==> src/exec_defines.svh <==
`ifndef EXEC_DEFINES_SVH
`define EXEC_DEFINES_SVH

// ----------------------------------------------------------------------
// Widths
// ----------------------------------------------------------------------
`define PC_W 16
`define ADDR_W 16
`define GPR_N 32
`define RIDX_W 5
`define PAIR_W 4
`define BR_OFS_W 7
`define DISP_W 6

// ----------------------------------------------------------------------
// Reset values and steps
// ----------------------------------------------------------------------
`define PC_RST 16'h0000
`define PC_STEP 16'h0001
`define PC_STEP_DIRECT 16'h0002
`define PTR_STEP 16'h0001
`define GPR_RST 8'h00

// ----------------------------------------------------------------------
// Register file positions
// ----------------------------------------------------------------------
`define R0_IDX 5'h00
`define PAIR_X 4'hD
`define PAIR_Y 4'hE
`define PAIR_Z 4'hF

`endif

==> src/exec_pkg.sv <==
`include "exec_defines.svh"

package exec_pkg;

  typedef enum logic [3:0] {
    OP_NOP, OP_BR_TC, OP_BR_VS, OP_BR_VC, OP_BR_IE, OP_BR_ID,
    OP_MOV, OP_REGISTER_PAIR_COPY, OP_LDI, OP_LD_IND, OP_LD_DIRECT,
    OP_ST_IND, OP_ST_DIRECT, OP_LPM_R0, OP_LPM_RD, OP_LPM_INC
  } op_t;

  typedef enum logic [1:0] {PTR_X, PTR_Y, PTR_Z} ptr_t;

  typedef enum logic [1:0] {AM_PLAIN, AM_POST_INC, AM_PRE_DEC, AM_DISP} amode_t;

  typedef struct packed {
    op_t op;
    logic [`RIDX_W-1:0] rd;
    logic [`RIDX_W-1:0] rr;
    logic [7:0] imm;
    logic [`BR_OFS_W-1:0] bofs;
    ptr_t ptr;
    amode_t amode;
    logic [`DISP_W-1:0] disp;
    logic [`ADDR_W-1:0] abs_addr;
  } instr_t;

  typedef struct packed {
    logic [`ADDR_W-1:0] addr;
    logic [7:0] wdata;
    logic we;
    logic re;
  } dm_req_t;

endpackage

==> src/flag_branch_exec.sv <==
`timescale 1ns/100ps
`include "exec_defines.svh"

module flag_branch_exec
  import exec_pkg::*;
(
  input wire logic SYS_CLK_I,
  input wire logic NRST_I,
  input wire instr_t INSTR_I,
  input wire logic INSTR_VALID_I,
  output logic INSTR_READY_O,
  input wire logic FLAG_T_I,
  input wire logic FLAG_V_I,
  input wire logic FLAG_GIE_I,
  output logic [`PC_W-1:0] PC_O,
  output dm_req_t DM_REQ_O,
  input wire logic [7:0] DM_RDATA_I,
  output logic [`ADDR_W-1:0] PM_ADDR_O,
  output logic PM_RE_O,
  input wire logic [7:0] PM_RDATA_I,
  input wire logic [`RIDX_W-1:0] RF_SEL_I,
  output logic [7:0] RF_DATA_O
);

  typedef enum logic [2:0] {
    ST_IDLE, ST_BR_WAIT, ST_MEM, ST_PM_WAIT, ST_PM_CAP
  } state_t;

  // --------------------------------------------------------------------
  // Decoding helpers
  // --------------------------------------------------------------------
  function automatic logic [`PAIR_W-1:0] ptr_pair(input ptr_t p);
    case (p)
      PTR_X: ptr_pair = `PAIR_X;
      PTR_Y: ptr_pair = `PAIR_Y;
      default: ptr_pair = `PAIR_Z;
    endcase
  endfunction

  state_t state_reg, state_next;
  logic [`PC_W-1:0] pc_reg, pc_next;
  dm_req_t dm_reg, dm_next;
  logic [`ADDR_W-1:0] pm_addr_reg, pm_addr_next;
  logic pm_re_reg, pm_re_next;
  logic [`RIDX_W-1:0] dst_reg, dst_next;
  logic [7:0] gpr_reg [`GPR_N];
  logic [7:0] gpr_next [`GPR_N];

  logic wr_en;
  logic [`RIDX_W-1:0] wr_idx;
  logic [7:0] wr_data;
  logic pair_en;
  logic [`PAIR_W-1:0] pair_idx;
  logic [`ADDR_W-1:0] pair_val;

  instr_t ins;
  logic [`ADDR_W-1:0] ptr_cur, z_ptr, pu_addr, pu_ptr, br_target;
  logic [7:0] rr_data;
  logic pu_upd, br_take;

  assign ins = INSTR_I;
  assign INSTR_READY_O = (state_reg == ST_IDLE);
  assign PC_O = pc_reg;
  assign DM_REQ_O = dm_reg;
  assign PM_ADDR_O = pm_addr_reg;
  assign PM_RE_O = pm_re_reg;
  assign RF_DATA_O = gpr_reg[RF_SEL_I];
  assign rr_data = gpr_reg[ins.rr];
  assign ptr_cur = {gpr_reg[{ptr_pair(ins.ptr), 1'b1}],
                    gpr_reg[{ptr_pair(ins.ptr), 1'b0}]};
  assign z_ptr = {gpr_reg[{`PAIR_Z, 1'b1}], gpr_reg[{`PAIR_Z, 1'b0}]};
  assign br_target = pc_reg + `PC_STEP
    + {{(`PC_W-`BR_OFS_W){ins.bofs[`BR_OFS_W-1]}}, ins.bofs};

  ptr_addr_unit u_ptr (
    .ptr_i(ptr_cur),
    .amode_i(ins.amode),
    .disp_i(ins.disp),
    .disp_ok_i(ins.ptr != PTR_X),
    .addr_o(pu_addr),
    .ptr_new_o(pu_ptr),
    .upd_o(pu_upd)
  );

  // --------------------------------------------------------------------
  // Branch condition; flags are only read, never written
  // --------------------------------------------------------------------
  always_comb begin
    case (ins.op)
      OP_BR_TC: br_take = !FLAG_T_I;
      OP_BR_VS: br_take = FLAG_V_I;
      OP_BR_VC: br_take = !FLAG_V_I;
      OP_BR_IE: br_take = FLAG_GIE_I;
      OP_BR_ID: br_take = !FLAG_GIE_I;
      default: br_take = 1'b0;
    endcase
  end

  // --------------------------------------------------------------------
  // Sequencer
  // --------------------------------------------------------------------
  always_comb begin
    state_next = state_reg;
    pc_next = pc_reg;
    dm_next = dm_reg;
    pm_addr_next = pm_addr_reg;
    pm_re_next = 1'b0;
    dst_next = dst_reg;
    wr_en = 1'b0;
    wr_idx = dst_reg;
    wr_data = DM_RDATA_I;
    pair_en = 1'b0;
    pair_idx = ptr_pair(ins.ptr);
    pair_val = pu_ptr;
    case (state_reg)
      ST_IDLE: if (INSTR_VALID_I) begin
        pc_next = pc_reg + `PC_STEP;
        case (ins.op)
          OP_BR_TC, OP_BR_VS, OP_BR_VC, OP_BR_IE, OP_BR_ID: begin
            if (br_take) begin
              pc_next = br_target;
              state_next = ST_BR_WAIT;
            end
          end
          OP_MOV, OP_LDI: begin
            wr_en = 1'b1;
            wr_idx = ins.rd;
            wr_data = (ins.op == OP_MOV) ? rr_data : ins.imm;
          end
          OP_REGISTER_PAIR_COPY: begin
            pair_en = 1'b1;
            pair_idx = ins.rd[`RIDX_W-1:1];
            pair_val = {gpr_reg[{ins.rr[`RIDX_W-1:1], 1'b1}],
                        gpr_reg[{ins.rr[`RIDX_W-1:1], 1'b0}]};
          end
          OP_LD_IND, OP_ST_IND: begin
            // Pointer writes back now, access happens next cycle
            dm_next.addr = pu_addr;
            dm_next.re = (ins.op == OP_LD_IND);
            dm_next.we = (ins.op == OP_ST_IND);
            dm_next.wdata = rr_data;
            dst_next = ins.rd;
            pair_en = pu_upd;
            state_next = ST_MEM;
          end
          OP_LD_DIRECT, OP_ST_DIRECT: begin
            pc_next = pc_reg + `PC_STEP_DIRECT;
            dm_next.addr = ins.abs_addr;
            dm_next.re = (ins.op == OP_LD_DIRECT);
            dm_next.we = (ins.op == OP_ST_DIRECT);
            dm_next.wdata = rr_data;
            dst_next = ins.rd;
            state_next = ST_MEM;
          end
          OP_LPM_R0, OP_LPM_RD, OP_LPM_INC: begin
            pm_addr_next = z_ptr;
            pm_re_next = 1'b1;
            dst_next = (ins.op == OP_LPM_R0) ? `R0_IDX : ins.rd;
            pair_en = (ins.op == OP_LPM_INC);
            pair_idx = `PAIR_Z;
            pair_val = z_ptr + `PTR_STEP;
            state_next = ST_PM_WAIT;
          end
          default: ;
        endcase
      end
      ST_BR_WAIT: state_next = ST_IDLE;
      ST_MEM: begin
        wr_en = dm_reg.re;
        dm_next = '0;
        state_next = ST_IDLE;
      end
      // Program memory answers one cycle after the address
      ST_PM_WAIT: state_next = ST_PM_CAP;
      ST_PM_CAP: begin
        wr_en = 1'b1;
        wr_data = PM_RDATA_I;
        state_next = ST_IDLE;
      end
      default: state_next = ST_IDLE;
    endcase
  end

  always_comb begin
    gpr_next = gpr_reg;
    if (wr_en) begin
      gpr_next[wr_idx] = wr_data;
    end
    if (pair_en) begin
      gpr_next[{pair_idx, 1'b1}] = pair_val[`ADDR_W-1:8];
      gpr_next[{pair_idx, 1'b0}] = pair_val[7:0];
    end
  end

  always_ff @(posedge SYS_CLK_I) begin
    if (!NRST_I) begin
      state_reg <= ST_IDLE;
      pc_reg <= `PC_RST;
      dm_reg <= '0;
      pm_addr_reg <= '0;
      pm_re_reg <= 1'b0;
      dst_reg <= `R0_IDX;
      for (int i = 0; i < `GPR_N; i++) begin
        gpr_reg[i] <= `GPR_RST;
      end
    end else begin
      state_reg <= state_next;
      pc_reg <= pc_next;
      dm_reg <= dm_next;
      pm_addr_reg <= pm_addr_next;
      pm_re_reg <= pm_re_next;
      dst_reg <= dst_next;
      gpr_reg <= gpr_next;
    end
  end

  logic acc;
  assign acc = INSTR_VALID_I && INSTR_READY_O;
endmodule

==> src/ptr_addr_unit.sv <==
`timescale 1ns/100ps
`include "exec_defines.svh"

module ptr_addr_unit
  import exec_pkg::*;
(
  input wire logic [`ADDR_W-1:0] ptr_i,
  input wire amode_t amode_i,
  input wire logic [`DISP_W-1:0] disp_i,
  input wire logic disp_ok_i,
  output logic [`ADDR_W-1:0] addr_o,
  output logic [`ADDR_W-1:0] ptr_new_o,
  output logic upd_o
);

  always_comb begin
    addr_o = ptr_i;
    ptr_new_o = ptr_i;
    upd_o = 1'b0;
    case (amode_i)
      AM_POST_INC: begin
        ptr_new_o = ptr_i + `PTR_STEP;
        upd_o = 1'b1;
      end
      AM_PRE_DEC: begin
        ptr_new_o = ptr_i - `PTR_STEP;
        addr_o = ptr_new_o;
        upd_o = 1'b1;
      end
      AM_DISP: begin
        // Pointer untouched; first pair has no displacement form
        if (disp_ok_i) begin
          addr_o = ptr_i + {{(`ADDR_W-`DISP_W){1'b0}}, disp_i};
        end
      end
      default: ;
    endcase
  end

endmodule

==> config.mk <==
export PLATFORM = sky130hd
export DESIGN_NAME = flag_branch_exec
export DESIGN_NICKNAME = d
export VERILOG_FILES = /design/src/exec_pkg.sv /design/src/flag_branch_exec.sv /design/src/ptr_addr_unit.sv
export VERILOG_INCLUDE_DIRS = /design/src
export SDC_FILE = /design/constraint.sdc
export NUM_CORES = 1
export LEC_CHECK = 0
export BUFFER_PORTS_ARGS = -buffer_cell sky130_fd_sc_hd__buf_2
export CORE_MARGIN = 2
export CORE_UTILIZATION = 45
export DETAILED_ROUTE_END_ITERATION = 6
export PLACE_DENSITY_LB_ADDON = 0.3
export SYNTH_ARGS = -nofsm -noshare
export SYNTH_HDL_FRONTEND = slang
export SYNTH_SLANG_ARGS = --single-unit
export TNS_END_PERCENT = 1
==> constraint.sdc <==
create_clock -name SYS_CLK_I -period 3.4 [get_ports SYS_CLK_I]
set_input_delay 0.51 -clock SYS_CLK_I [delete_from_list [all_inputs] [get_ports SYS_CLK_I]]
set_output_delay 0.51 -clock SYS_CLK_I [all_outputs]
set_load 0.05 [all_outputs]
==> flow_summary.rst, run 1 <==
.. list-table::
   :header-rows: 1

   * - Metric
     - Value
   * - Result of the run
     - complete, but fails checks
   * - Data required time at the worst endpoint
     - 3.92 ns
   * - Number of optimization iterations in the first detailed-route pass
     - 7
   * - Antenna-violating nets left
     - 0
   * - Post-synthesis instance total
     - around 2800
   * - Global-route wire length before repair
     - approximately 160 mm
   * - Cells resized by post-CTS repair
     - 0
   * - Slowest stage delay, CP
     - 1.00 ns
   * - TritonCTS sink count
     - approximately 320
   * - Critical Path, Cell by Cell
     - buf_4 -> nor4b_4 -> buf_4 -> and3_1 -> nor2_1 -> a21o_1 -> nor2_1 -> a21oi_1 -> o21ai_0 -> o211a_1
   * - Post-synthesis async set-or-reset flop share
     - 0
   * - Die width
     - about 240 um
   * - Root buffer cell
     - sky130_fd_sc_hd__clkbuf_16
   * - Total power density per cell area
     - 369 nW/um2
   * - Number of design rule violations left after detail routing
     - 1
   * - Slew Viols, Final
     - 0
   * - Final setup viols
     - 0
   * - Count of input and output buffers
     - between 100 and 150
   * - Total net switching power
     - 3160 uW
   * - Ratio of final minimum period to clock period
     - 0.988
   * - Number of storage elements in the synthesis netlist
     - 323
   * - Post-route clock skew
     - approximately 0.021 ns
   * - GRT Residual Overflow
     - 0
   * - R2R Path Start
     - state_reg[1]
   * - Count of routing violations after the opening detailed-route iteration
     - just under 4000
   * - Worst setup slack for register-to-register paths
     - about 0.042 ns
   * - Count of buffer and inverter cells on the critical path
     - 2
   * - Number of CTS-inserted buffers
     - 42
   * - Initial core utilization
     - 0.457
   * - Maximum number of pins on one net before global-route repair
     - ~90
   * - Endpoint, Worst Hold
     - DM_REQ_O[15]
   * - Kind of cell adding the most delay to the critical path
     - simple AND/OR/NAND/NOR gates
   * - Placed inst area
     - 27100 um2
   * - Core Area
     - about 53000 um2
   * - Fmax
     - just under 300 MHz
   * - Area enclosed by the die boundary
     - 55500 um2
   * - Number of flip-flops in the largest register
     - 256
   * - Buffer depth of the longest clock path
     - 3
   * - Core occupancy in the finished layout
     - 0.542
   * - Cell depth of the worst hold path
     - 3
   * - Place WS
     - -0.146 ns
   * - Data arrival time of the worst path
     - 3.88 ns
   * - Main area contributors after synthesis
     - sky130_fd_sc_hd__dfxtp_1, sky130_fd_sc_hd__mux4_2, sky130_fd_sc_hd__a21oi_1
   * - Slowest-stage cell, CP
     - sky130_fd_sc_hd__nor2_1
   * - Count of cell types in the netlist
     - 111
   * - Worst relative slew slack
     - 0.144
   * - Ports
     - 150
   * - Post-CTS clock slew at the launch and capture registers of the worst setup and hold paths
     - roughly 0.060 ns
   * - Failing checks
     - design-rule violations
   * - HPWL after detailed placement
     - 77.9 mm
   * - Fin worst setup slack
     - approximately 0.042 ns
   * - EDFF count, synth
     - 0
   * - Clock tree from TritonCTS
     - yes
   * - Warnings, synthesis
     - 0
   * - Path class of the lowest-slack min-delay path
     - in -> reg
   * - Clock latency on the worst-skew pair
     - 0.59 ns
   * - Type of origin of the critical path
     - flip-flop
   * - Worst hold margin
     - 0.231 ns
   * - Via count
     - 25800
   * - Largest vdd supply drop
     - ~320 uV
   * - Aggregate routed wire length
     - roughly 110 mm
   * - Clock network fraction of design power
     - 0.454
   * - Endpoint of the worst-slack reg-to-reg timing path
     - gpr_reg[207]
   * - Fraction of the yosys area taken by sequential cells
     - 0.268
   * - Via count of the first global-routing pass
     - around 25000
   * - Switching share of power
     - 0.299
   * - Share of final-layout standard cells stronger than drive strength 1
     - 0.255
   * - Average size of a mapped cell
     - about 8.7 um2
   * - Slew at the pin with the worst max-slew slack
     - 1.28 ns
   * - Chip Height
     - approximately 240 um
   * - Post-DR wirelength/cell
     - between 20 and 30 um
   * - Fraction of synthesized cell area taken by the top area cell type
     - 0.268
   * - Layout net count
     - approximately 3100
   * - RSZ-0062 raised after global routing
     - no
   * - Minimum clock period after layout
     - between 3 and 4 ns
   * - Vias per inst
     - between 6 and 7
   * - Dominant register cell in the synthesized netlist
     - sky130_fd_sc_hd__dfxtp_1
   * - Cell Area, Synth
     - between 20000 and 25000 um2
   * - Post-CTS Setup Bufs
     - 0
   * - P_leak
     - ~0.012 uW
   * - RePlAce Congestion
     - 1.05
   * - Critical path endpoint category
     - flip-flop
   * - Number of nets produced by synthesis
     - about 2900
   * - Count of antenna diodes in the layout
     - 0
   * - Proportion of power drawn by flip-flops and latches
     - 0.368
   * - Area added between synthesis and finish
     - 18.5%
   * - Number of antenna violations at the first check in global routing
     - 1
   * - Number of max-capacitance violations reported
     - 0
   * - Total routing usage reported by global routing
     - 0.369
   * - Reg2Reg Depth
     - 10
   * - Count of hold buffers inserted by post-cts repair
     - 0
   * - Combinational power share
     - 0.179
   * - Startpoint of the tightest hold check path
     - INSTR_I[5]
   * - Layout filler cell count
     - about 4900
   * - Cell accounting for the most synthesized area
     - sky130_fd_sc_hd__dfxtp_1
   * - Internal Pwr Total
     - 7390 uW
   * - Hold violation count in the final report
     - 0
   * - Classification of the worst setup path
     - reg -> reg
   * - Non-Filler Cell Area, Final
     - 28600 um2
   * - Largest fanout on the critical path
     - 13
   * - Num rows
     - 84
   * - Max H-tree Level
     - 2
[power by group through the flow]
stage	clock network (uW)	registers [uW]	logic [uW]
3_5_place_dp	0	3960	1820
2_1_floorplan	0	4010	1060
5_1_grt	4960	3880	1980
4_1_cts	4810	3870	1830
6_report	4780	3880	1890
3_3_place_gp	0	3960	1800
[worst min-delay path, stage by stage]
cell,delay [ns]
sky130_fd_sc_hd__buf_2,0.07
sky130_fd_sc_hd__o21ai_0,0.07
sky130_fd_sc_hd__o21ai_0,0.13
[kinds of logic after synthesis]
kind of cell / after synthesis / synth area share
AO/OA/AOI/OAI: 956 / 0.259
XOR/XNOR: 71 / 0.0258
adder cells (fa/ha/maj): 32 / 0.0171
buffers and inverters: 318 / 0.0667
flip-flops: 323 / 0.268
multiplexers: 297 / 0.209
AND/OR/NAND/NOR: 789 / 0.154
[Yosys cell counts (13+ instances only)]
| cell | number |
|---|---|
| sky130_fd_sc_hd__a211oi_1 | 72 |
| sky130_fd_sc_hd__a21o_1 | 16 |
| sky130_fd_sc_hd__a21oi_1 | 285 |
| sky130_fd_sc_hd__a221oi_1 | 14 |
| sky130_fd_sc_hd__a22oi_1 | 18 |
| sky130_fd_sc_hd__a31oi_1 | 23 |
| sky130_fd_sc_hd__and2_1 | 14 |
| sky130_fd_sc_hd__and3_1 | 48 |
| sky130_fd_sc_hd__buf_2 | 66 |
| sky130_fd_sc_hd__buf_4 | 16 |
| sky130_fd_sc_hd__buf_6 | 17 |
| sky130_fd_sc_hd__clkbuf_1 | 162 |
| sky130_fd_sc_hd__dfxtp_1 | 323 |
| sky130_fd_sc_hd__ha_1 | 29 |
| sky130_fd_sc_hd__inv_1 | 32 |
| sky130_fd_sc_hd__mux2_2 | 17 |
| sky130_fd_sc_hd__mux2i_1 | 119 |
| sky130_fd_sc_hd__mux4_2 | 149 |
| sky130_fd_sc_hd__nand2_1 | 281 |
| sky130_fd_sc_hd__nand2b_1 | 18 |
| sky130_fd_sc_hd__nand3_1 | 100 |
| sky130_fd_sc_hd__nand4_1 | 20 |
| sky130_fd_sc_hd__nor2_1 | 192 |
| sky130_fd_sc_hd__nor3_1 | 35 |
| sky130_fd_sc_hd__o211a_1 | 59 |
| sky130_fd_sc_hd__o211ai_1 | 46 |
| sky130_fd_sc_hd__o21a_1 | 21 |
| sky130_fd_sc_hd__o21ai_0 | 223 |
| sky130_fd_sc_hd__o221a_2 | 13 |
| sky130_fd_sc_hd__o22ai_1 | 59 |
| sky130_fd_sc_hd__xnor2_1 | 48 |
| sky130_fd_sc_hd__xor2_1 | 23 |
[worst max-delay path by stage]
stage / startpoint / end / slack, ns / cells after the start
after floorplan: INSTR_I[24] / gpr_reg[148] / 0.002 / 15
after global placement: INSTR_I[24] / DM_REQ_O[25] / -0.13 / 16
after detailed placement: INSTR_I[42] / gpr_reg[195] / -0.15 / 11
after CTS: PC_O[0] / PC_O[14] / 0.09 / 12
after global routing: state_reg[1] / gpr_reg[195] / 0.01 / 9
final: state_reg[1] / gpr_reg[207] / 0.04 / 10
[cell usage in the layout, fill, tap and decap left out, types with 11 or more instances in the layout]
cell	synthesis	routed
sky130_fd_sc_hd__a211oi_1	72	71
sky130_fd_sc_hd__a21o_1	16	16
sky130_fd_sc_hd__a21oi_1	285	285
sky130_fd_sc_hd__a221oi_1	14	14
sky130_fd_sc_hd__a22oi_1	18	18
sky130_fd_sc_hd__a31oi_1	23	23
sky130_fd_sc_hd__and2_1	14	14
sky130_fd_sc_hd__and3_1	48	47
sky130_fd_sc_hd__buf_12	3	34
sky130_fd_sc_hd__buf_2	66	145
sky130_fd_sc_hd__buf_4	16	289
sky130_fd_sc_hd__clkbuf_16	0	43
sky130_fd_sc_hd__clkbuf_8	7	11
sky130_fd_sc_hd__dfxtp_1	323	323
sky130_fd_sc_hd__ha_1	29	29
sky130_fd_sc_hd__inv_1	32	31
sky130_fd_sc_hd__mux2_2	17	17
sky130_fd_sc_hd__mux2i_1	119	119
sky130_fd_sc_hd__mux4_2	149	149
sky130_fd_sc_hd__nand2_1	281	281
sky130_fd_sc_hd__nand2b_1	18	18
sky130_fd_sc_hd__nand3_1	100	100
sky130_fd_sc_hd__nand4_1	20	20
sky130_fd_sc_hd__nor2_1	192	190
sky130_fd_sc_hd__nor3_1	35	35
sky130_fd_sc_hd__o211a_1	59	59
sky130_fd_sc_hd__o211ai_1	46	46
sky130_fd_sc_hd__o21a_1	21	21
sky130_fd_sc_hd__o21ai_0	223	220
sky130_fd_sc_hd__o21ai_1	12	14
sky130_fd_sc_hd__o221a_2	13	13
sky130_fd_sc_hd__o221ai_1	12	12
sky130_fd_sc_hd__o22ai_1	59	59
sky130_fd_sc_hd__xnor2_1	48	47
sky130_fd_sc_hd__xor2_1	23	23
[per-stage QoR]
stage | instances | total power [uW] | setup TNS (ns)
6_report | 3734 | 10500 | 0
3_3_place_gp | 3657 | 5760 | -2.71
3_5_place_dp | 3657 | 5780 | -6.65
4_1_cts | 3734 | 10500 | 0
5_1_grt | 3734 | 10800 | 0
2_1_floorplan | 2786 | 5070 | 0
[area by class of cell]
class,count,area [um2],area share
clock buffer,60,1250,0.0437
tap,688,861,0.0301
multi-input combinational,2145,16100,0.563
sequential,323,6470,0.226
clock inverter,17,215,0.00752
timing repair buffer,468,3580,0.125
inverter,33,126,0.00442
[metal layers]
| layer | up-vias | track usage | share of wire |
|---|---|---|---|
| met4 | 2 | 0.178 | 0.054 |
| met2 | 1904 | 0.558 | 0.43 |
| met3 | 418 | 0.102 | 0.14 |
| met1 | 12400 | 0.486 | 0.38 |
| li1 | 11100 | - | - |
| met5 | - | 0 | 0.00012 |
No activity file was read; power rests on OpenSTA's default activity.
==> run 2, diff against run 1 <==
==> constraint.sdc (replaced) <==
create_clock -name SYS_CLK_I -period 3.4 [get_ports SYS_CLK_I]
set_input_delay 0.17 -clock SYS_CLK_I [delete_from_list [all_inputs] [get_ports SYS_CLK_I]]
set_output_delay 0.17 -clock SYS_CLK_I [all_outputs]
set_load 0.05 [all_outputs]
==> run 2 against run 1 <==
The run now ends clean. Final cell count is 1.9% lower. Fmax is 0.31% higher. Sequential share of layout area is 0.59 points higher. Global-route usage is 1.0 points lower. Non-clock buffer count is 65 lower. Wire length is 2.4% lower. Hold slack worse by 0.20 ns. Die area stayed put. First-iteration DRC count is 12% lower. Largest cell class unchanged.
==> flow_summary.rst, run 2 (synthesis results as in run 1) <==
.. list-table::
   :header-rows: 1

   * - Metric
     - Value
   * - Clock network fraction of design power
     - 0.443 (-0.011)
   * - Layout net count
     - 3059 (-2.1%)
   * - Core occupancy in the finished layout
     - 0.528 (-0.0137)
   * - Via count of the first global-routing pass
     - 24100 (-2.2%)
   * - Maximum number of pins on one net before global-route repair
     - 125 (+40%)
   * - TritonCTS sink count
     - 323 (unchanged)
   * - Chip Height
     - 236 um (unchanged)
   * - Clock latency on the worst-skew pair
     - 0.58 ns (about the same)
   * - Critical path endpoint category
     - flip-flop
   * - Number of antenna violations at the first check in global routing
     - 2 (+1)
   * - Slew Viols, Final
     - 0 (unchanged)
   * - Max H-tree Level
     - 2 (unchanged)
   * - Type of origin of the critical path
     - flip-flop
   * - Slowest stage delay, CP
     - 0.66 ns (-0.34 ns)
   * - Largest vdd supply drop
     - 305 uV (-5.4%)
   * - Switching share of power
     - 0.300 (+0.00104)
   * - Commonest cells after routing, fill and taps aside
     - sky130_fd_sc_hd__dfxtp_1, sky130_fd_sc_hd__a21oi_1, sky130_fd_sc_hd__nand2_1, sky130_fd_sc_hd__buf_4, sky130_fd_sc_hd__o21ai_0
   * - Most common cell after layout, fill and taps aside
     - sky130_fd_sc_hd__dfxtp_1
   * - GRT Residual Overflow
     - 0 (unchanged)
   * - Number of CTS-inserted buffers
     - 40 (-4.8%)
   * - Clock tree from TritonCTS
     - yes
   * - Antenna-violating nets left
     - 0 (unchanged)
   * - Area added between synthesis and finish
     - 15.5%
   * - Fmax
     - 299 MHz (+0.31%)
   * - Total net switching power
     - 3060 uW (-3.0%)
   * - Total routing usage reported by global routing
     - 0.359 (-0.0103)
   * - Vias per inst
     - 6.96 (+0.83%)
   * - Path class of the lowest-slack min-delay path
     - in -> reg
   * - Post-DR wirelength/cell
     - 28.1 um (-0.54%)
   * - Share of final-layout standard cells stronger than drive strength 1
     - 0.233 (-0.0221)
   * - Buffer depth of the longest clock path
     - 3 (unchanged)
   * - Internal Pwr Total
     - 7130 uW (-3.5%)
   * - Sequential cell area in the final layout
     - 6470 um2 (about the same)
   * - Data required time at the worst endpoint
     - 3.85 ns (-0.07 ns)
   * - Minimum clock period after layout
     - 3.35 ns (-0.0106 ns)
   * - Count of routing violations after the opening detailed-route iteration
     - 3450 (-12%)
   * - Slew at the pin with the worst max-slew slack
     - 1.18 ns (-0.101 ns)
   * - Root buffer cell
     - sky130_fd_sc_hd__clkbuf_16
   * - Post-CTS clock slew at the launch and capture registers of the worst setup and hold paths
     - 0.06 ns (about the same)
   * - Number of design rule violations left after detail routing
     - 0 (-1)
   * - Area enclosed by the die boundary
     - 55500 um2 (unchanged)
   * - Worst relative slew slack
     - 0.212 (+0.0677)
   * - Number of max-capacitance violations reported
     - 0 (unchanged)
   * - Result of the run
     - finished, final reports clean
   * - Number of optimization iterations in the first detailed-route pass
     - 5 (-2)
   * - Kind of cell adding the most delay to the critical path
     - simple AND/OR/NAND/NOR gates
   * - Layout filler cell count
     - 4893 (+0.72%)
   * - Number of flip-flops in the largest register
     - 256 (unchanged)
   * - Count of input and output buffers
     - 149 (unchanged)
   * - Die width
     - 236 um (unchanged)
   * - Ports
     - 150 (unchanged)
   * - Slowest-stage cell, CP
     - sky130_fd_sc_hd__or4b_4
   * - HPWL after detailed placement
     - 75.5 mm (-3.0%)
   * - Classification of the worst setup path
     - reg -> reg
   * - Largest fanout on the critical path
     - 13 (unchanged)
   * - Ratio of final minimum period to clock period
     - 0.985 (-0.00310)
   * - Core Area
     - 52800 um2 (unchanged)
   * - Combinational power share
     - 0.176 (-0.003)
   * - Via count
     - 25500 (-1.1%)
   * - Total area of multi-input combinational cells
     - 16100 um2 (about the same)
   * - Proportion of power drawn by flip-flops and latches
     - 0.380 (+0.012)
   * - Critical Path, Cell by Cell
     - or4b_4 -> a211oi_4 -> buf_4 -> mux2i_1 -> nor2_2 -> nand2_1 -> buf_4 -> mux2i_1 -> a21oi_1
   * - Initial core utilization
     - 0.457 (unchanged)
   * - Num rows
     - 84 (unchanged)
   * - P_leak
     - 0.0112 uW (-3.8%)
   * - RSZ-0062 raised after global routing
     - no
   * - Global-route wire length before repair
     - 153 mm (-2.4%)
   * - RePlAce Congestion
     - 1.03 (-2.1%)
   * - Total power density per cell area
     - 366 nW/um2 (-0.84%)
   * - Data arrival time of the worst path
     - 3.80 ns (-0.08 ns)
   * - Post-route clock skew
     - 0.0230 ns (+0.00220 ns)
   * - Post-CTS Setup Bufs
     - 0 (unchanged)
   * - Count of buffer and inverter cells on the critical path
     - 2 (unchanged)
   * - Final setup viols
     - 0 (unchanged)
   * - Sum of negative setup slack
     - 0 ns (unchanged)
   * - Hold violation count in the final report
     - 0 (unchanged)
   * - Aggregate routed wire length
     - 103 mm (-2.4%)
[run 2: metal layers]
layer / GRT usage / vias to the layer above / part of all wire
li1: - / 10900 / -
met1: 0.469 / 12300 / 0.38
met2: 0.553 / 1875 / 0.44
met3: 0.0823 / 398 / 0.12
met4: 0.187 / 0 / 0.059
met5: 0 / - / 0
[run 2: area by class of cell]
type	count	share of cell area
antenna	2	0.000180
clock buffer	52	0.0412
clock inverter	18	0.00759
inverter	33	0.00453
multi-input combinational	2145	0.578
sequential	323	0.232
tap	688	0.0309
timing repair buffer	403	0.106
[run 2: worst paths after layout]
kind	endpoint	startpoint	slack (ns)	cells past startpoint
hold reg to reg	DM_REQ_O[15]	DM_REQ_O[15]	0.45	2
hold / removal	gpr_reg[47]	NRST_I	0.03	2
setup / recovery	gpr_reg[160]	state_reg[2]	0.05	9
setup reg to reg	gpr_reg[160]	state_reg[2]	0.05	9
[run 2: per-stage QoR]
| step | setup WS, ns | total power, uW | instances | hold WS, ns | cell area [um2] |
|---|---|---|---|---|---|
| floorplan | 0.0326 | 5070 | 2786 | 0.322 | 24100 |
| global placement | 0.191 | 5660 | 3575 | 0.430 | 26300 |
| detailed placement | 0.104 | 5680 | 3575 | 0.439 | 26300 |
| CTS | 0.0786 | 10200 | 3662 | 0.00680 | 27800 |
| global route | 0.00767 | 10400 | 3664 | 0.0207 | 27900 |
| finish | 0.0526 | 10200 | 3664 | 0.0270 | 27900 |
[run 2: what timing repair did]
action,in CTS,in global routing
setup endpoints to repair,0,18
hold buffers,17,0
gates resized for setup,0,9
hold endpoints to repair,17,0
[run 2: power by group through the flow]
stage / Clock, uW / Sequential [uW] / Combinational [uW]
2_1_floorplan: 0 / 4010 / 1060
3_3_place_gp: 0 / 3960 / 1700
3_5_place_dp: 0 / 3960 / 1720
4_1_cts: 4540 / 3880 / 1740
5_1_grt: 4680 / 3880 / 1880
6_report: 4520 / 3880 / 1800
